**src/design/cid_params.svh**
```systemverilog
// Constants for the instruction decoder: opcodes, forms, lengths and cycle counts.
`ifndef CID_PARAMS_SVH
`define CID_PARAMS_SVH
// ============================================================
// Timing and instruction lengths.
`define CID_MC_CLKS 4'hc
`define CID_MC_LAST (`CID_MC_CLKS - 4'h1)
`define CID_LEN1 2'h1
`define CID_LEN2 2'h2
`define CID_LEN3 2'h3
`define CID_CYC1 3'h1
`define CID_CYC2 3'h2
`define CID_CYC4 3'h4
// ============================================================
// Opcode columns and rows.
`define CID_HI_INC 4'h0
`define CID_HI_DEC 4'h1
`define CID_HI_ADD 4'h2
`define CID_HI_ADD_WITH_CARRY 4'h3
`define CID_HI_SUBTRACT_WITH_BORROW 4'h9
`define CID_HI_COMPARE_BRANCH_UNEQUAL 4'hb
`define CID_HI_DECREMENT_BRANCH_NONZERO 4'hd
`define CID_LO_ACC 4'h4
`define CID_LO_DIR 4'h5
`define CID_LO_IND 3'h3
`define CID_LO_PAGE 4'h1
// ============================================================
// Full opcodes.
`define CID_OP_NOP 8'h00
`define CID_OP_INC_DP 8'ha3
`define CID_OP_MUL 8'ha4
`define CID_OP_DIV 8'h84
`define CID_OP_DA 8'hd4
`define CID_OP_LAND 8'h53
`define CID_OP_LOR 8'h43
`define CID_OP_LXOR 8'h63
`define CID_OP_CLR_A 8'he4
`define CID_OP_CPL_A 8'hf4
`define CID_OP_RL 8'h23
`define CID_OP_RLC 8'h33
`define CID_OP_RR 8'h03
`define CID_OP_RRC 8'h13
`define CID_OP_SWAP 8'hc4
`define CID_OP_CT_DP 8'h93
`define CID_OP_CT_PC 8'h83
`define CID_OP_AUX_RD 8'he0
`define CID_OP_AUX_WR 8'hf0
`define CID_OP_XCHD0 8'hd6
`define CID_OP_XCHD1 8'hd7
`define CID_OP_CLR_C 8'hc3
`define CID_OP_SET_C 8'hd3
`define CID_OP_CPL_C 8'hb3
`define CID_OP_CLR_BIT 8'hc2
`define CID_OP_SET_BIT 8'hd2
`define CID_OP_CPL_BIT 8'hb2
`define CID_OP_JBC 8'h10
`define CID_OP_FCALL 8'h12
`define CID_OP_FJMP 8'h02
`define CID_OP_RET 8'h22
`define CID_OP_INTERRUPT_RETURN 8'h32
// ============================================================
// Addresses and fields.
`define CID_PSW_BYTE 8'hd0
`define CID_PSW_BLO 8'hd1
`define CID_PSW_BHI 8'hd7
`define CID_SFR_BIT 3'h7
`define CID_REG_FLD 2:0
`define CID_IND_BIT 0
`define CID_PAGE_OP 7:5
`define CID_PAGE_PC 15:11
`define CID_PAGE_LOW 4
`endif

```
**src/design/cid_pkg.sv**
```systemverilog
// Types shared by the instruction decoder modules.
package cid_pkg;
	// ============================================================
	// Operation classes.
	typedef enum logic [5:0] {
		CID_NOP = 6'b000000, CID_ADD = 6'b000001, CID_ADD_WITH_CARRY = 6'b000010,
		CID_SUBTRACT_WITH_BORROW = 6'b000011, CID_INC = 6'b000100, CID_DEC = 6'b000101,
		CID_INC_DP = 6'b000110, CID_MUL = 6'b000111, CID_DIV = 6'b001000,
		CID_DA = 6'b001001, CID_LAND = 6'b001010, CID_LOR = 6'b001011,
		CID_LXOR = 6'b001100, CID_CLR_A = 6'b001101, CID_CPL_A = 6'b001110,
		CID_RL = 6'b001111, CID_RLC = 6'b010000, CID_RR = 6'b010001,
		CID_RRC = 6'b010010, CID_SWAP = 6'b010011, CID_CT_DP = 6'b010100,
		CID_CT_PC = 6'b010101, CID_AUX_RD = 6'b010110, CID_AUX_WR = 6'b010111,
		CID_LOW_NIBBLE_EXCHANGE = 6'b011000, CID_CLR_C = 6'b011001, CID_SET_C = 6'b011010,
		CID_CPL_C = 6'b011011, CID_CLR_BIT = 6'b011100, CID_SET_BIT = 6'b011101,
		CID_CPL_BIT = 6'b011110, CID_JBC = 6'b011111, CID_PCALL = 6'b100000,
		CID_PJMP = 6'b100001, CID_FCALL = 6'b100010, CID_FJMP = 6'b100011,
		CID_COMPARE_BRANCH_UNEQUAL = 6'b100100, CID_DECREMENT_BRANCH_NONZERO = 6'b100101, CID_RET = 6'b100110,
		CID_INTERRUPT_RETURN = 6'b100111, CID_OTHER = 6'b111111
	} cid_op_t;
	// ============================================================
	// Operand addressing modes.
	typedef enum logic [2:0] {
		CID_AM_NONE = 3'b000, CID_AM_REG = 3'b001, CID_AM_DIR = 3'b010,
		CID_AM_IND = 3'b011, CID_AM_IMM = 3'b100, CID_AM_BIT = 3'b101
	} cid_am_t;
	typedef enum logic [1:0] {
		CID_ST_IDLE = 2'b00, CID_ST_OPND = 2'b01, CID_ST_EXEC = 2'b10
	} cid_st_t;
	typedef struct packed {
		cid_op_t cls;
		cid_am_t mode;
		logic [1:0] len;
		logic [2:0] cyc;
		logic fc;
		logic fov;
		logic fac;
		logic cclr;
	} cid_dec_t;
	typedef struct packed {
		cid_st_t fsm;
		logic [7:0] op;
		cid_dec_t dec;
		logic [15:0] pc;
		logic [7:0] b1;
		logic [7:0] b2;
		logic [1:0] left;
		logic [2:0] mcl;
		logic rdy;
		logic busy;
		logic done;
		logic tick;
		logic [2:0] rsel;
		logic isel;
		logic [7:0] dir;
		logic sfr;
		logic program_status_word;
		logic [7:0] imm;
		logic [15:0] tgt;
		logic take;
		logic bclr;
	} cid_state_t;
	typedef struct packed {
		logic [3:0] cnt;
	} cid_mc_t;
endpackage : cid_pkg

```
**src/design/cid_mcycle.sv**
```systemverilog
// Machine cycle timer: one tick every twelve clocks while running.
`timescale 1ns/100ps
`include "cid_params.svh"
module cid_mcycle
(
	input wire logic clk,
	input wire logic rstn,
	input wire logic run,
	output logic tick
);
	import cid_pkg::*;

	cid_mc_t s_reg;
	cid_mc_t s_next;

	// ============================================================
	// Phase counter.
	always_comb
	begin
		s_next = s_reg;
		if (!run)
			s_next.cnt = 4'h0;
		else if (s_reg.cnt == `CID_MC_LAST)
			s_next.cnt = 4'h0;
		else
			s_next.cnt = s_reg.cnt + 4'h1;
	end

	always_ff @(posedge clk or negedge rstn)
	begin
		if (!rstn)
			s_reg <= '0;
		else
			s_reg <= s_next;
	end

	// Restarting from zero whenever idle keeps every instruction aligned to its own start.
	assign tick = run && (s_reg.cnt == `CID_MC_LAST);

endmodule : cid_mcycle

```
**src/design/cid_decoder.sv**
```systemverilog
// Instruction decoder and execution sequencer for the 8-bit core.
// ============================================================
`timescale 1ns/100ps
`include "cid_params.svh"
module cid_decoder
(
	input wire logic clk,
	input wire logic rstn,
	input wire logic code_valid,
	input wire logic [7:0] code_byte,
	input wire logic [15:0] pc_in,
	input wire logic bit_val,
	output logic code_ready,
	output logic busy,
	output logic instr_done,
	output logic mc_tick,
	output cid_pkg::cid_op_t op_class,
	output cid_pkg::cid_am_t addr_mode,
	output logic [1:0] instr_len,
	output logic [2:0] exec_cycles,
	output logic carry_upd,
	output logic overflow_flag_upd,
	output logic aux_carry_flag_upd,
	output logic carry_clr,
	output logic [2:0] reg_sel,
	output logic ind_sel,
	output logic [7:0] dir_addr,
	output logic dir_is_sfr,
	output logic status_word_touch,
	output logic [7:0] imm_data,
	output logic [15:0] branch_target,
	output logic branch_take,
	output logic bit_clear
);
	import cid_pkg::*;

	cid_state_t s_reg;
	cid_state_t s_next;
	logic tick;
	logic take_byte;
	logic fin;
	logic [15:0] npc;
	logic [7:0] rel;

	// ============================================================
	// Opcode decode.
	function automatic cid_dec_t cid_decode(input logic [7:0] op);
		cid_dec_t d;
		logic [3:0] hi;
		logic [3:0] lo;
		cid_am_t am;
		d.cls = CID_OTHER;
		d.mode = CID_AM_NONE;
		d.len = `CID_LEN1;
		d.cyc = `CID_CYC1;
		d.fc = 1'b0;
		d.fov = 1'b0;
		d.fac = 1'b0;
		d.cclr = 1'b0;
		hi = op[7:4];
		lo = op[3:0];
		// Columns 4 to F share one operand layout across the arithmetic rows.
		if (op[3])
			am = CID_AM_REG;
		else if (lo == `CID_LO_DIR)
			am = CID_AM_DIR;
		else if (lo[3:1] == `CID_LO_IND)
			am = CID_AM_IND;
		else if (lo == `CID_LO_ACC)
			am = CID_AM_IMM;
		else
			am = CID_AM_NONE;
		if (am != CID_AM_NONE)
		begin
			d.mode = am;
			if ((am == CID_AM_DIR) || (am == CID_AM_IMM))
				d.len = `CID_LEN2;
			case (hi)
				`CID_HI_ADD: d.cls = CID_ADD;
				`CID_HI_ADD_WITH_CARRY: d.cls = CID_ADD_WITH_CARRY;
				`CID_HI_SUBTRACT_WITH_BORROW: d.cls = CID_SUBTRACT_WITH_BORROW;
				`CID_HI_INC: d.cls = CID_INC;
				`CID_HI_DEC: d.cls = CID_DEC;
				`CID_HI_COMPARE_BRANCH_UNEQUAL: d.cls = CID_COMPARE_BRANCH_UNEQUAL;
				`CID_HI_DECREMENT_BRANCH_NONZERO: d.cls = CID_DECREMENT_BRANCH_NONZERO;
				default: d.cls = CID_OTHER;
			endcase
			if ((d.cls == CID_ADD) || (d.cls == CID_ADD_WITH_CARRY) || (d.cls == CID_SUBTRACT_WITH_BORROW))
			begin
				d.fc = 1'b1;
				d.fov = 1'b1;
				d.fac = 1'b1;
			end
			else if ((d.cls == CID_INC) || (d.cls == CID_DEC))
			begin
				// Column 4 of these rows is the accumulator, not immediate data.
				if (am == CID_AM_IMM)
				begin
					d.mode = CID_AM_NONE;
					d.len = `CID_LEN1;
				end
			end
			else if (d.cls == CID_COMPARE_BRANCH_UNEQUAL)
			begin
				d.len = `CID_LEN3;
				d.cyc = `CID_CYC2;
				d.fc = 1'b1;
			end
			else if (d.cls == CID_DECREMENT_BRANCH_NONZERO)
			begin
				d.len = (am == CID_AM_DIR) ? `CID_LEN3 : `CID_LEN2;
				d.cyc = `CID_CYC2;
				if ((am != CID_AM_DIR) && (am != CID_AM_REG))
				begin
					d.cls = CID_OTHER;
					d.mode = CID_AM_NONE;
					d.len = `CID_LEN1;
					d.cyc = `CID_CYC1;
				end
			end
			else
			begin
				d.mode = CID_AM_NONE;
				d.len = `CID_LEN1;
			end
		end
		if (lo == `CID_LO_PAGE)
		begin
			d.cls = op[`CID_PAGE_LOW] ? CID_PCALL : CID_PJMP;
			d.len = `CID_LEN2;
			d.cyc = `CID_CYC2;
		end
		case (op)
			`CID_OP_NOP: d.cls = CID_NOP;
			`CID_OP_INC_DP:
			begin
				d.cls = CID_INC_DP;
				d.cyc = `CID_CYC2;
			end
			`CID_OP_MUL, `CID_OP_DIV:
			begin
				d.cls = (op == `CID_OP_MUL) ? CID_MUL : CID_DIV;
				d.cyc = `CID_CYC4;
				d.cclr = 1'b1;
				d.fov = 1'b1;
			end
			`CID_OP_DA:
			begin
				d.cls = CID_DA;
				d.fc = 1'b1;
			end
			`CID_OP_LAND, `CID_OP_LOR, `CID_OP_LXOR:
			begin
				d.cls = (op == `CID_OP_LAND) ? CID_LAND :
					(op == `CID_OP_LOR) ? CID_LOR : CID_LXOR;
				d.mode = CID_AM_DIR;
				d.len = `CID_LEN3;
				d.cyc = `CID_CYC2;
			end
			`CID_OP_CLR_A: d.cls = CID_CLR_A;
			`CID_OP_CPL_A: d.cls = CID_CPL_A;
			`CID_OP_RL: d.cls = CID_RL;
			`CID_OP_RR: d.cls = CID_RR;
			`CID_OP_SWAP: d.cls = CID_SWAP;
			`CID_OP_RLC, `CID_OP_RRC:
			begin
				d.cls = (op == `CID_OP_RLC) ? CID_RLC : CID_RRC;
				d.fc = 1'b1;
			end
			`CID_OP_CT_DP, `CID_OP_CT_PC:
			begin
				d.cls = (op == `CID_OP_CT_DP) ? CID_CT_DP : CID_CT_PC;
				d.cyc = `CID_CYC2;
			end
			`CID_OP_AUX_RD, `CID_OP_AUX_WR:
			begin
				d.cls = (op == `CID_OP_AUX_RD) ? CID_AUX_RD : CID_AUX_WR;
				d.cyc = `CID_CYC2;
			end
			`CID_OP_XCHD0, `CID_OP_XCHD1:
			begin
				d.cls = CID_LOW_NIBBLE_EXCHANGE;
				d.mode = CID_AM_IND;
			end
			`CID_OP_CLR_C, `CID_OP_SET_C, `CID_OP_CPL_C:
			begin
				d.cls = (op == `CID_OP_CLR_C) ? CID_CLR_C :
					(op == `CID_OP_SET_C) ? CID_SET_C : CID_CPL_C;
				d.fc = 1'b1;
			end
			`CID_OP_CLR_BIT, `CID_OP_SET_BIT, `CID_OP_CPL_BIT:
			begin
				d.cls = (op == `CID_OP_CLR_BIT) ? CID_CLR_BIT :
					(op == `CID_OP_SET_BIT) ? CID_SET_BIT : CID_CPL_BIT;
				d.mode = CID_AM_BIT;
				d.len = `CID_LEN2;
			end
			`CID_OP_JBC:
			begin
				d.cls = CID_JBC;
				d.mode = CID_AM_BIT;
				d.len = `CID_LEN3;
				d.cyc = `CID_CYC2;
			end
			`CID_OP_FCALL, `CID_OP_FJMP:
			begin
				d.cls = (op == `CID_OP_FCALL) ? CID_FCALL : CID_FJMP;
				d.len = `CID_LEN3;
				d.cyc = `CID_CYC2;
			end
			`CID_OP_RET, `CID_OP_INTERRUPT_RETURN:
			begin
				d.cls = (op == `CID_OP_RET) ? CID_RET : CID_INTERRUPT_RETURN;
				d.cyc = `CID_CYC2;
			end
			default: d.cls = d.cls;
		endcase
		return d;
	endfunction : cid_decode

	// ============================================================
	// Machine cycle timer.
	cid_mcycle u_mcycle
	(
		.clk(clk),
		.rstn(rstn),
		.run(s_reg.busy),
		.tick(tick)
	);

	assign take_byte = code_valid && s_reg.rdy;

	// ============================================================
	// Fetch and execution sequence.
	always_comb
	begin
		s_next = s_reg;
		s_next.done = 1'b0;
		s_next.tick = tick;
		fin = 1'b0;
		npc = 16'h0000;
		rel = 8'h00;
		case (s_reg.fsm)
			CID_ST_IDLE:
			begin
				if (take_byte)
				begin
					s_next.op = code_byte;
					s_next.dec = cid_decode(code_byte);
					s_next.pc = pc_in;
					s_next.b1 = 8'h00;
					s_next.b2 = 8'h00;
					s_next.left = s_next.dec.len - `CID_LEN1;
					if (s_next.dec.len == `CID_LEN1)
						fin = 1'b1;
					else
						s_next.fsm = CID_ST_OPND;
				end
			end
			CID_ST_OPND:
			begin
				if (take_byte)
				begin
					// The first operand byte always lands in b1, the second in b2.
					if (s_reg.left == (s_reg.dec.len - `CID_LEN1))
						s_next.b1 = code_byte;
					else
						s_next.b2 = code_byte;
					s_next.left = s_reg.left - 2'h1;
					if (s_reg.left == 2'h1)
						fin = 1'b1;
				end
			end
			CID_ST_EXEC:
			begin
				if (tick)
				begin
					s_next.mcl = s_reg.mcl - 3'h1;
					if (s_reg.mcl == `CID_CYC1)
					begin
						s_next.fsm = CID_ST_IDLE;
						s_next.busy = 1'b0;
						s_next.done = 1'b1;
					end
				end
			end
			default: s_next.fsm = CID_ST_IDLE;
		endcase
		if (fin)
		begin
			s_next.fsm = CID_ST_EXEC;
			s_next.busy = 1'b1;
			s_next.mcl = s_next.dec.cyc;
			s_next.rsel = s_next.op[`CID_REG_FLD];
			s_next.isel = s_next.op[`CID_IND_BIT];
			if ((s_next.dec.mode == CID_AM_DIR) || (s_next.dec.mode == CID_AM_BIT))
				s_next.dir = s_next.b1;
			else
				s_next.dir = 8'h00;
			s_next.sfr = (s_next.dec.mode == CID_AM_DIR) && s_next.dir[`CID_SFR_BIT];
			// A flag update from the ALU must not override a direct write to the status word.
			s_next.program_status_word = ((s_next.dec.mode == CID_AM_DIR) && (s_next.dir == `CID_PSW_BYTE)) ||
				((s_next.dec.mode == CID_AM_BIT) && (s_next.dir >= `CID_PSW_BLO) &&
				(s_next.dir <= `CID_PSW_BHI));
			if ((s_next.dec.cls == CID_LAND) || (s_next.dec.cls == CID_LOR) ||
				(s_next.dec.cls == CID_LXOR))
				s_next.imm = s_next.b2;
			else
				s_next.imm = s_next.b1;
			npc = s_next.pc + {14'h0000, s_next.dec.len};
			rel = (s_next.dec.len == `CID_LEN3) ? s_next.b2 : s_next.b1;
			s_next.take = 1'b0;
			s_next.bclr = 1'b0;
			case (s_next.dec.cls)
				CID_PJMP, CID_PCALL:
				begin
					s_next.tgt = {npc[`CID_PAGE_PC], s_next.op[`CID_PAGE_OP], s_next.b1};
					s_next.take = 1'b1;
				end
				CID_FJMP, CID_FCALL:
				begin
					s_next.tgt = {s_next.b1, s_next.b2};
					s_next.take = 1'b1;
				end
				CID_JBC, CID_COMPARE_BRANCH_UNEQUAL, CID_DECREMENT_BRANCH_NONZERO:
				begin
					s_next.tgt = npc + {{8{rel[7]}}, rel};
					if (s_next.dec.cls == CID_JBC)
					begin
						s_next.take = bit_val;
						s_next.bclr = bit_val;
					end
				end
				default: s_next.tgt = npc;
			endcase
		end
		s_next.rdy = (s_next.fsm != CID_ST_EXEC);
	end

	always_ff @(posedge clk or negedge rstn)
	begin
		if (!rstn)
			s_reg <= '0;
		else
			s_reg <= s_next;
	end

	// ============================================================
	// Outputs, all straight from the state register.
	assign code_ready = s_reg.rdy;
	assign busy = s_reg.busy;
	assign instr_done = s_reg.done;
	assign mc_tick = s_reg.tick;
	assign op_class = s_reg.dec.cls;
	assign addr_mode = s_reg.dec.mode;
	assign instr_len = s_reg.dec.len;
	assign exec_cycles = s_reg.dec.cyc;
	assign carry_upd = s_reg.dec.fc;
	assign overflow_flag_upd = s_reg.dec.fov;
	assign aux_carry_flag_upd = s_reg.dec.fac;
	assign carry_clr = s_reg.dec.cclr;
	assign reg_sel = s_reg.rsel;
	assign ind_sel = s_reg.isel;
	assign dir_addr = s_reg.dir;
	assign dir_is_sfr = s_reg.sfr;
	assign status_word_touch = s_reg.program_status_word;
	assign imm_data = s_reg.imm;
	assign branch_target = s_reg.tgt;
	assign branch_take = s_reg.take;
	assign bit_clear = s_reg.bclr;

endmodule : cid_decoder

```
**config.mk**
```make
export PLATFORM = sky130hd
export DESIGN_NAME = cid_decoder
export DESIGN_NICKNAME = d
export VERILOG_FILES = /design/src/design/cid_pkg.sv /design/src/design/cid_mcycle.sv /design/src/design/cid_decoder.sv
export VERILOG_INCLUDE_DIRS = /design/src /design/src/design
export SDC_FILE = /design/constraint.sdc
export NUM_CORES = 1
export LEC_CHECK = 0
export ABC_AREA = 1
export BUFFER_PORTS_ARGS = -buffer_cell sky130_fd_sc_hd__buf_2
export CELL_PAD_IN_SITES_DETAIL_PLACEMENT = 0
export CELL_PAD_IN_SITES_GLOBAL_PLACEMENT = 1
export CORE_MARGIN = 8
export CORE_UTILIZATION = 30
export CTS_BUF_LIST = sky130_fd_sc_hd__clkbuf_8
export DETAILED_ROUTE_END_ITERATION = 8
export PLACE_DENSITY_LB_ADDON = 0.12
export REMOVE_ABC_BUFFERS = 1
export SLEW_MARGIN = 20
export SYNTH_ARGS = -nofsm -noshare
export SYNTH_HDL_FRONTEND = slang
export SYNTH_SLANG_ARGS = --single-unit
export TNS_END_PERCENT = 100
```
**constraint.sdc**
```tcl
create_clock -name clk -period 9.8 [get_ports clk]
set_input_delay 0.98 -clock clk [delete_from_list [all_inputs] [get_ports clk]]
set_output_delay 0.98 -clock clk [all_outputs]
set_load 0.02 [all_outputs]
```
# Word level (Yosys, flattened, before mapping)

Index checks and enable logic that the tools add are counted.

Register bits after elaboration: 113
Bits of input ports: 28
Output and inout bits: 62
Logic and storage cells: 255

$add $sub $neg: 7
Order comparisons: 2
Equality and inequality tests: 76
Multiplexer cells: 95
Reduce and logical (&&, ||, !) cells: 45

Operators with widths:

| kind                                                                   | number |
|---|---|
| 8-bit equality test (second input constant)                            | 20 |
| 14-bit two-way mux                                                     | 9 |
| 6-bit case mux with 19 select lines                                    | 1 |
| 62-bit two-way mux                                                     | 1 |
| 6-bit equality test (second input constant)                            | 8 |
| 8-bit two-way mux                                                      | 6 |
| 16-bit case mux with 3 select lines                                    | 1 |
| 5-bit two-way mux                                                      | 9 |
| 42-bit two-way mux                                                     | 1 |
| 6-bit case mux with 7 select lines                                     | 1 |
| 3-bit two-way mux                                                      | 12 |
| 6-bit two-way mux                                                      | 6 |
| 18-bit case mux with 2 select lines                                    | 1 |
| 8-bit by 6-bit equality test with 1-bit output (second input constant) | 4 |
| 2-bit two-way mux                                                      | 16 |
| 8-bit by 5-bit equality test with 1-bit output (second input constant) | 3 |
| 8-bit by 7-bit equality test with 1-bit output (second input constant) | 3 |
| 6-bit by 4-bit equality test with 1-bit output (second input constant) | 3 |
| 1-bit two-way mux                                                      | 18 |
| 18-bit two-way mux                                                     | 1 |
| 2-bit OR reduction                                                     | 9 |
| 17-bit two-way mux                                                     | 1 |
| 16-bit adder                                                           | 1 |
| 16-bit by 2-bit adder with 16-bit output                               | 1 |
| 43 further kinds                                                       | 89 |

# Depth between registers and ports, before layout

Gate-level depths: netlist of the first run.

Depth after elaboration: 44
Gate-level depth with buffers: 34
Gate-level depth less buffers: 33

# Cells and area by module

A second synthesis of the first run with hierarchy kept.

Cells, all modules: 1144
Area, all modules: 7885.1 um^2

By module, submodules not included:

| module      | instances | cells an instance | area each (um^2) |
|---|---|---|---|
| cid_decoder | 1         | 1123              | 7698.6 |
| cid_mcycle  | 1         | 21                | 186.4 |

# Worst setup path after synthesis of the first run

OpenSTA, ideal clock, no wires.

Path type: in2reg
Start point: input code_valid
End point: register s_reg, in the netlist branch_target[14]
Arrival: 4853 ps
Data required time: 9676 ps
Slack: 4823 ps
Cell stages on the path: 33
Buffers on the path: 3
Cell sequence: nand2_2 > inv_2 > nand2_4 > inv_2 > buf_2 > buf_4 > buf_2 > or2_2 > o21ai_0 > inv_1 > ha_1 > a21oi_1 > inv_1 > nand2_1 > nor2_1 > nand2_1 > nor2_1 > nand2_1 > nor3_1 > xor2_1 > inv_1 > ha_1 > inv_1 > o21ai_0 > a21oi_1 > o21ai_0 > a21oi_1 > nand2_1 > or2_0 > nand3_1 > nand2_1 > nand2_1 > nand2_1

RTL lines:

| item                 | line               | RTL |
|---|---|---|
| start, declared      | cid_decoder.sv:9   | `input wire logic code_valid,` |
| end signal, assigned | cid_decoder.sv:345 | `s_reg <= s_next;` |
| end, declared        | cid_decoder.sv:37  | `cid_state_t s_reg;` |

==> reports/qor.yml, run 1 <==
clockRootBuffer: "clkbuf_8"
first_pass_iters: 7
clk_pin_slew_ns: 0.13
h-tree-depth: 3
clkLatencyLatePin_ns: 0.40
diodes: 0
max-slew-margin-rel_pct: 35.1
r2r_start: "code_ready"
crit_path_max_fanout: 44
drive_above_1_share_pct: 18.1
finalWorstSetupSlack_ns: 4.27
grt_overflow: 0
synth-main-ff-cell: "dfrtp_1"
required_ns: 10.11
drv_cap: 0
dp_worst_setup_slack_ns: 3.80
outcome: "completed"
synth.avg_cell_area_sq_um: 7.16
start_kind: "primary input"
rsz0062_at_grt: "no"
hold_viol: 0
area_delta_synth_final_pct: 7.16
wl_met3_mm: 1.12
syn-cell-area_sq_um: 7870
maxSlewViolCount: 0
synth-seq-area-share_pct: 35.0
dp_cells: 1452
grt_pass1_wl_mm: 39.9
dieArea_sq_um: 31700
start_util_pct: 30.4
ys_warn_count: 0
cts_setup_buffers: 0
finalSetupViolCount: 0
end_kind: "flip-flop"
layoutNonFillerInstCount: 1468
wl_met1_mm: 11.7
finalSetupTns_ns: 0
wl_per_cell_um: 17.3
io_buffers: 89
crit_type: "in -> reg"
crit_slowest_cell: "inv_2"
min_path_type: "reg -> reg"
antenna_found_initial: 0
synthCells: 1099
dp_hpwl_mm: 19.4
fin_crit_ns: 5.53
fp-row-count: 59
hold_path_startpoint: "u_mcycle.s_reg[0]"
drc: 0
cts_hold_buf: 0
clock_path_buffers: 2
mostFrequentLayoutCell: "nand2_1"
postLayoutCoreUtil_pct: 32.5
worst_path_most_repeated_cell: "nand2_1"
synth_top_area_share_pct: 35.0
highest_layer: "met4"
die_y_um: 178
clock_sinks: 110
die_w_um: 178
synth-edff-count: 0
grt_pass1_vias: 6959
max_stage_delay_ns: 0.42
cts_resized: 0
fin_hold_ws_ns: 0.478
synth_seq_cells: 110
core_area_sq_um: 25900
vias: 6956
largest_register_ffs: 45
p_per_area_nw_per_um2: 302
ant_nets: 0
viasPerCell: 4.74
critPathArrivalTime_ns: 5.84
nets: 1179
setup.worst_path.start: "code_valid"
p_leak_nw: 4.38
synthTopCellsByArea: "dfrtp_1 35%, nand2_1 15%, inv_1 5.8%"
vdd_drop_max_uv: 103
fmax_mhz: 181
worst_pin_slew_ns: 0.969
io_pins: 90
tritoncts: "yes"
post-route-period-util_pct: 56.4
drt-total-wl_mm: 25.4
wl_met2_mm: 12.2
drtIter0Drc: 431
grtUsageTotal_pct: 16.2
netlist-cell-type-count: 59
ys_async_sr_fraction_pct: 100
cts_buffers: 9
grt_max_degree: 61
clock_skew_ns: 0.0179
layout_common_cells: "313 x nand2_1, 120 x inv_1, 110 x dfrtp_1"
yosys.area.top_type: "dfrtp_1"
routabilityCongestion: 0.899
## critical path, delay by kind of cell
kind	cells	cell delay, ns
AO/OA/AOI/OAI	6	0.66
buffers and inverters	7	0.96
XOR/XNOR	1	0.24
AND/OR/NAND/NOR	15	2.33
adder cells (fa/ha/maj)	2	0.61
## cells in the mapped netlist (13+ instances only)
cell,number
o21ai_0,70
ha_1,21
or2_2,13
nor2_1,85
a21oi_1,35
inv_1,121
inv_2,18
nor3_1,18
buf_4,54
xor2_1,13
nand4_1,15
dfrtp_1,110
nand3_1,61
nand2_1,313
## routing by layer
layer  GRT usage, %  vias to the layer above
li1               -                     3546
met1           21.0                     3227
met2           27.9                      160
met3           2.72                       23
met4           3.44                        0
met5              0                        -
## cell type report
cell class                      count  area (sq um)
Fill cell                        2904         17500
Multi-Input combinational cell    772          4040
Sequential cell                   110          2750
Inverter                          141           532
Timing Repair Buffer               94           485
Tap cell                          335           419
Clock buffer                       10           138
Clock inverter                      6          61.3
## path summary, 6_finish.rpt
| check | to | slack (ns) | cells past startpoint |
|---|---|---|---|
| worst min register to register | u_mcycle.s_reg[0] | 0.48 | 1 |
| worst max-delay path | branch_target[14] | 4.27 | 31 |
| max in group asynchronous | s_reg[72] | 7.92 | 2 |
| worst max register to register | branch_target[14] | 4.56 | 30 |
| min in group asynchronous | reg_sel[1] | 0.58 | 1 |
| worst min-delay path | u_mcycle.s_reg[0] | 0.48 | 1 |
## metrics by stage
step | cell area (sq um) | total power, mW
floorplan | 7320 | 1.79
global placement | 8230 | 2.29
detailed placement | 8230 | 2.29
CTS | 8430 | 2.60
global route | 8430 | 2.81
finish | 8430 | 2.54
## where the power goes
part / leakage (nW) / switching [mW] / total (mW) / internal, mW
Clock: 0.0986 / 0.192 / 0.299 / 0.107
Combinational: 2.90 / 1.06 / 1.54 / 0.478
Sequential: 1.39 / 0.0861 / 0.708 / 0.622
Total: 4.38 / 1.34 / 2.54 / 1.21
## logic make-up (layout without fill, tap and decap cells)
logic type / Yosys count / in the layout / synth area share, %
AO/OA/AOI/OAI: 169 / 169 / 12.9
buffers and inverters: 217 / 251 / 13.7
XOR/XNOR: 18 / 18 / 2.00
AND/OR/NAND/NOR: 562 / 562 / 32.6
adder cells (fa/ha/maj): 23 / 23 / 3.85
flip-flops: 110 / 110 / 35.0
No activity file was read; power rests on OpenSTA's default activity.
==> run 2, diff against run 1 <==
clock period = 5.5 ns   (was 9.8 ns; I/O delays follow)
==> run 2 against run 1 <==
Net effect: worst setup slack got worse by 3.5 ns; non-clock buffer count up 12; largest cell class unchanged; die area stayed put; clock power is 79% higher; highest routed layer unchanged; clock skew down 0.0027 ns; final cell count increased by 0.75%; first-iteration DRC count fell by 1.6%; combinational power up 81%; largest power group unchanged; critical path type is now reg -> reg; wire length increased by 1.4%.
==> reports/qor.yml, run 2 (synthesis gave the netlist of run 1 again) <==
outcome: "completed"  # unchanged
clk_pin_slew_ns: 0.12  # was 0.13 ns
start_util_pct: 30.4  # unchanged
fillers: 2861  # was 2904
cts_hold_buf: 0  # unchanged
multiInputGateArea_sq_um: 4040  # unchanged
rr_worst_depth: 30  # unchanged
grtUsageTotal_pct: 16.5  # was 16.2%
design_area_sq_um: 8540  # was 8430 sq um
grt_overflow: 0  # unchanged
grt_max_degree: 72  # was 61
largest_register_ffs: 45  # unchanged
maxSlewViolCount: 0  # unchanged
worst_path_most_repeated_cell: "nand2_1"  # unchanged
dp_hpwl_mm: 20.0  # was 19.4 mm
core_area_sq_um: 25900  # unchanged
vdd_drop_max_uv: 160  # was 103 uV
drt-total-wl_mm: 25.8  # was 25.4 mm
setup.worst_path.start: "code_ready"  # was code_valid
seq_area_sq_um: 2750  # unchanged
fp-row-count: 59  # unchanged
area_delta_synth_final_pct: 8.51  # was 7.16%
fin_crit_ns: 4.77
die_w_um: 178  # unchanged
ant_nets: 0  # unchanged
end_kind: "flip-flop"  # unchanged
routabilityCongestion: 0.898  # was 0.899
clock_path_buffers: 2  # unchanged
viasPerCell: 4.75  # was 4.74
diodes: 0  # unchanged
io_buffers: 89  # unchanged
grt_pass1_vias: 7082  # was 6959
tritoncts: "yes"  # unchanged
drive_above_1_share_pct: 18.8  # was 18.1%
max-slew-margin-rel_pct: 38.2  # was 35.1%
layout_common_cells: "313 x nand2_1, 121 x inv_1, 110 x dfrtp_1"  # was 313 x nand2_1, 120 x inv_1, 110 x dfrtp_1
drv_cap: 0  # unchanged
crit_type: "reg -> reg"  # was in -> reg
finalSetupTns_ns: 0  # unchanged
h-tree-depth: 3  # unchanged
cts_setup_buffers: 0  # unchanged
layoutNonFillerInstCount: 1479  # was 1468
start_kind: "flip-flop"  # was primary input
dp_cells: 1463  # was 1452
dpl_cell_area_sq_um: 8320  # was 8230 sq um
wl_per_cell_um: 17.4  # was 17.3 um
clock_sinks: 110  # unchanged
dieArea_sq_um: 31700  # unchanged
clkLatencyLatePin_ns: 0.39  # was 0.40 ns
clockRootBuffer: "clkbuf_8"  # unchanged
critPathArrivalTime_ns: 5.06  # was 5.84 ns
r2r_start: "code_ready"  # unchanged
grt_pass1_wl_mm: 41.0  # was 39.9 mm
finalSetupViolCount: 0  # unchanged
cts_buffers: 9  # unchanged
clock_skew_ns: 0.0152  # was 0.0179 ns
worst_pin_slew_ns: 0.926  # was 0.969 ns
fmax_mhz: 210
rsz0062_at_grt: "no"  # unchanged
die_y_um: 178  # unchanged
antenna_found_initial: 0  # unchanged
post-route-period-util_pct: 86.8
cts_resized: 0  # unchanged
min_path_type: "in -> async"  # was reg -> reg
nets: 1191  # was 1179
crit_path_max_fanout: 18  # was 44
required_ns: 5.79  # was 10.11 ns
crit_slowest_cell: "dfrtp_1"  # was inv_2
endpoint: "branch_target[14]"  # unchanged
r2r_end: "branch_target[14]"  # unchanged
hold_viol: 0  # unchanged
p_per_area_nw_per_um2: 537  # was 302 nW/um^2
max_stage_delay_ns: 0.40  # was 0.42 ns
io_pins: 90  # unchanged
mostFrequentLayoutCell: "nand2_1"  # unchanged
p_leak_nw: 4.46  # was 4.38 nW
drtIter0Drc: 424  # was 431
drc: 0  # unchanged
vias: 7032  # was 6956
first_pass_iters: 5  # was 7
reg2reg_setup_slack_ns: 0.73  # was 4.56 ns
[run 2: changes by cell type in the layout (fill, tap and decap cells not counted), sizes merged]
cell	delta
clkbuf	-1
buf	+12
bufinv	+1
inv	-1
clkinvlp	-1
clkinv	+1
[run 2: metrics by stage]
step	util, %	total power [mW]	worst slack [ns]	hold slack (ns)
2_1_floorplan	-	3.19	1.04	0.254
3_3_place_gp	32.1	4.12	0.493	0.450
3_5_place_dp	32.1	4.11	0.426	0.454
4_1_cts	32.8	4.66	0.684	0.347
5_1_grt	33.0	5.04	0.227	0.0364
6_report	33.0	4.58	0.728	0.0359
[run 2: worst min-delay path by stage]
| stage | start | endpoint | depth (start not counted) | slack [ns] |
|---|---|---|---|---|
| CTS | rstn | overflow_flag_upd | 1 | 0.35 |
| global route | rstn | s_reg[46] | 1 | 0.04 |
| floorplan | rstn | addr_mode[0] | 0 | 0.25 |
| finish | rstn | s_reg[46] | 1 | 0.04 |
| global placement | reg_sel[2] | reg_sel[2] | 2 | 0.45 |
| detailed placement | reg_sel[2] | reg_sel[2] | 2 | 0.45 |
[run 2: critical path, delay by kind of cell, from the launching register on]
family,cells,cell delay (ns)
compound gates,6,0.70
simple gates,15,2.04
flops,1,0.40
xor+xnor,1,0.21
buf+inv,6,0.63
fa+ha+maj,2,0.64
[run 2: report_power, final]
group / internal, mW / switching (mW)
combinational: 0.876 / 1.91
clock: 0.214 / 0.321
sequential: 1.11 / 0.157
total: 2.20 / 2.38
[run 2: final cells by class]
class / count / area share [%]
Multi-Input combinational cell: 772 / 47.4
Sequential cell: 110 / 32.2
Timing Repair Buffer: 106 / 6.98
Inverter: 141 / 6.23
Tap cell: 335 / 4.91
Clock buffer: 9 / 1.45
Clock inverter: 6 / 0.835
[run 2: per-layer routing]
metal | vias up | track usage, % | routed length [um]
li1 | 3572 | - | -
met1 | 3271 | 22.1 | 12100
met2 | 154 | 27.5 | 12100
met3 | 35 | 2.32 | 1060
met4 | 0 | 4.48 | 508
met5 | - | 0 | 0
==> run 3, diff against run 2 <==
ABC_AREA = unset   (was 1)
clock period = 5.25 ns   (was 5.5 ns; I/O delays follow)
==> run 3 against run 2 <==
Net effect: non-clock buffer count is 40 higher; clock-buffer cell count is the same; critical path depth down 10; register-to-register slack got worse by 0.18 ns; area after synthesis down 4.7%; via count fell by 7.9%; first-iteration DRC count is 3.1% lower; sequential share of layout area grew 0.40 points; combinational power shrank 95%.
==> reports/qor.yml, run 3 <==
grt_pass1_vias: 6732  # was 7082
io_buffers: 89  # unchanged
grt_pass1_wl_mm: 39.3  # was 41.0 mm
vdd_drop_max_uv: 110  # was 160 uV
required_ns: 5.52  # was 5.79 ns
synth.area.mux_share_pct: 4.50  # was 0%
mostFrequentLayoutCell: "nand2_1"  # unchanged
diodes: 0  # unchanged
synthXorXnorAreaFrac_pct: 3.39  # was 2.00%
antenna_found_initial: 0  # unchanged
clock_path_buffers: 2  # unchanged
fmax_mhz: 210
yosys.area.top_type: "dfrtp_1"  # unchanged
io_pins: 90  # unchanged
r2r_start: "s_reg[108]"  # was code_ready
post-route-period-util_pct: 90.7
cts_hold_buf: 0  # unchanged
netlist-cell-type-count: 76  # was 59
synth.avg_cell_area_sq_um: 8.53  # was 7.16 sq um
crit_path_max_fanout: 15  # was 18
synth_seq_cells: 110  # unchanged
fin_crit_ns: 4.76
total_power_mw: 1.57  # was 4.58 mW
drc: 0  # unchanged
synth-main-ff-cell: "dfrtp_1"  # unchanged
p_switching_mw: 0.436  # was 2.38 mW
design_area_sq_um: 8430  # was 8540 sq um
r2r_end: "branch_target[15]"  # was branch_target[14]
reg2reg_setup_slack_ns: 0.55  # was 0.73 ns
dp_hpwl_mm: 19.0  # was 20.0 mm
setup.worst_path.start: "code_byte[5]"  # was code_ready
drv_cap: 0  # unchanged
finalWorstSetupSlack_ns: 0.487  # was 0.728 ns
viasPerCell: 5.09  # was 4.75
p_leak_nw: 4.14  # was 4.46 nW
layout_common_cells: "127 x nand2_1, 110 x dfrtp_1, 88 x buf_2"  # was 313 x nand2_1, 121 x inv_1, 110 x dfrtp_1
nets: 988  # was 1191
dieArea_sq_um: 30300  # was 31700 sq um
cts_setup_buffers: 0  # unchanged
synth-edff-count: 0  # unchanged
clock_sinks: 110  # unchanged
largest_register_ffs: 45  # unchanged
p_per_area_nw_per_um2: 186  # was 537 nW/um^2
fin_hold_ws_ns: 0.234  # was 0.0359 ns
maxSlewViolCount: 0  # unchanged
tritoncts: "yes"  # unchanged
h-tree-depth: 3  # unchanged
clock_skew_ns: 0.0197  # was 0.0152 ns
synth-seq-area-share_pct: 36.7  # was 35.0%
first_pass_iters: 5  # unchanged
grt_max_degree: 68  # was 72
switching_share_pct: 27.9  # was 52.0%
max-slew-margin-rel_pct: 35.3  # was 38.2%
p_comb_share_pct: 9.0  # was 60.7%
clkLatencyLatePin_ns: 0.40  # was 0.39 ns
core_area_sq_um: 24900  # was 25900 sq um
start_util_pct: 30.1  # was 30.4%
synthTopCellsByArea: "dfrtp_1 37%, nand2_1 6.4%, buf_4 4.9%"  # was dfrtp_1 35%, nand2_1 15%, inv_1 5.8%
p_seq_share_pct: 54.1  # was 27.6%
synth_compound_area_share_pct: 20.8  # was 12.9%
synth_top_area_share_pct: 36.7  # was 35.0%
start_kind: "primary input"  # was flip-flop
yosysMostFrequentCell: "nand2_1"  # unchanged
dpl_cell_area_sq_um: 8200  # was 8320 sq um
synth_top_family_by_area: "compound AO/OA/AOI/OAI gates"  # was simple AND/OR/NAND/NOR gates
fp-row-count: 58  # was 59
drt-total-wl_mm: 24.6  # was 25.8 mm
clk_pin_slew_ns: 0.11  # was 0.12 ns
finalSetupViolCount: 0  # unchanged
synthSimpleGateAreaFrac_pct: 20.4  # was 32.6%
synthAdderAreaFrac_pct: 4.04  # was 3.85%
yosys-top-cells-count: "127 x nand2_1, 110 x dfrtp_1, 67 x nor2_1"  # was 313 x nand2_1, 121 x inv_1, 110 x dfrtp_1
wl_per_cell_um: 19.3  # was 17.4 um
finalSetupTns_ns: 0  # unchanged
synthCells: 880  # was 1099
die_y_um: 174  # was 178 um
vias: 6473  # was 7032
ys_warn_count: 0  # unchanged
drtIter0Drc: 411  # was 424
area_delta_synth_final_pct: 12.4  # was 8.51%
grtUsageTotal_pct: 16.4  # was 16.5%
rsz0062_at_grt: "no"  # unchanged
worst_pin_slew_ns: 0.970  # was 0.926 ns
ant_nets: 0  # unchanged
fillers: 2682  # was 2861
end_kind: "flip-flop"  # unchanged
die_w_um: 174  # was 178 um
critPathArrivalTime_ns: 5.03  # was 5.06 ns
internal_power_mw: 1.13  # was 2.20 mW
rr_worst_depth: 18  # was 30
routabilityCongestion: 0.857  # was 0.898
min_path_type: "in -> async"  # unchanged
cts_buffers: 9  # unchanged
dp_worst_setup_slack_ns: 0.0620  # was 0.426 ns
drive_above_1_share_pct: 19.7  # was 18.8%
crit_type: "in -> reg"  # was reg -> reg
clockRootBuffer: "clkbuf_8"  # unchanged
ys_async_sr_fraction_pct: 100  # unchanged
power_frac_clock_pct: 36.9  # was 11.7%
cts_resized: 0  # unchanged
hold_viol: 0  # unchanged
syn-cell-area_sq_um: 7500  # was 7870 sq um
grt_overflow: 0  # unchanged
outcome: "completed"  # unchanged
==> run 3: routing by layer <==
| layer | track usage [%] | routed length (um) |
|---|---|---|
| met5 | 0 | 0 |
| met4 | 5.31 | 546 |
| met3 | 2.15 | 824 |
| met2 | 27.3 | 11700 |
| met1 | 21.5 | 11500 |
==> run 3: area by class of cell <==
cell class	count	area, sq um	share of cell area (%)
Clock inverter	7	95.1	1.13
Tap cell	330	413	4.90
Timing Repair Buffer	146	888	10.5
Clock buffer	9	124	1.47
Inverter	41	154	1.82
Sequential cell	110	2750	32.6
Multi-Input combinational cell	629	4010	47.5
==> run 3: how the worst max path moves through the flow <==
stage | to | slack, ns | depth (start not counted)
final | branch_target[15] | 0.49 | 20
after global routing | branch_target[15] | 0.01 | 23
after CTS | branch_target[15] | 0.30 | 20
after detailed placement | branch_target[15] | 0.06 | 23
after global placement | branch_target[15] | 0.05 | 24
after floorplan | branch_target[15] | -2.17 | 17
==> run 3: critical path, stage by stage <==
cell and delay [ns]:
buf_2 0.19, or2_2 0.38, a21o_1 0.18, a41oi_1 0.28, nand2_1 0.12, nand2_1 0.11, ha_1 0.20, inv_1 0.06
fa_1 0.42, nor4_1 0.41, buf_4 0.20, xnor2_1 0.18, ha_1 0.33, and3_1 0.20, o221ai_1 0.29, nand3_1 0.17
and3_1 0.18, o31ai_1 0.29, mux2i_1 0.23, o21ai_1 0.07
==> run 3: power groups by stage <==
| stage | clock, mW | sequential, mW | combinational (mW) |
|---|---|---|---|
| global route | 0.627 | 0.847 | 0.154 |
| floorplan | 0 | 0.864 | 0.0485 |
| CTS | 0.604 | 0.847 | 0.141 |
| global placement | 0 | 0.863 | 0.143 |
| detailed placement | 0 | 0.863 | 0.141 |
| finish | 0.578 | 0.847 | 0.140 |
==> run 3: kinds of logic after synthesis <==
| logic type | after synthesis |
|---|---|
| XOR/XNOR | 29 |
| adder cells (fa/ha/maj) | 23 |
| multiplexers | 33 |
| AO/OA/AOI/OAI | 228 |
| buffers and inverters | 141 |
| flip-flops | 110 |
| AND/OR/NAND/NOR | 316 |
==> run 3: through the flow <==
stage	cells	utilization, %
finish	1272	33.9
global route	1272	33.9
CTS	1270	33.8
detailed placement	1254	32.9
global placement	1254	32.9
floorplan	780	-
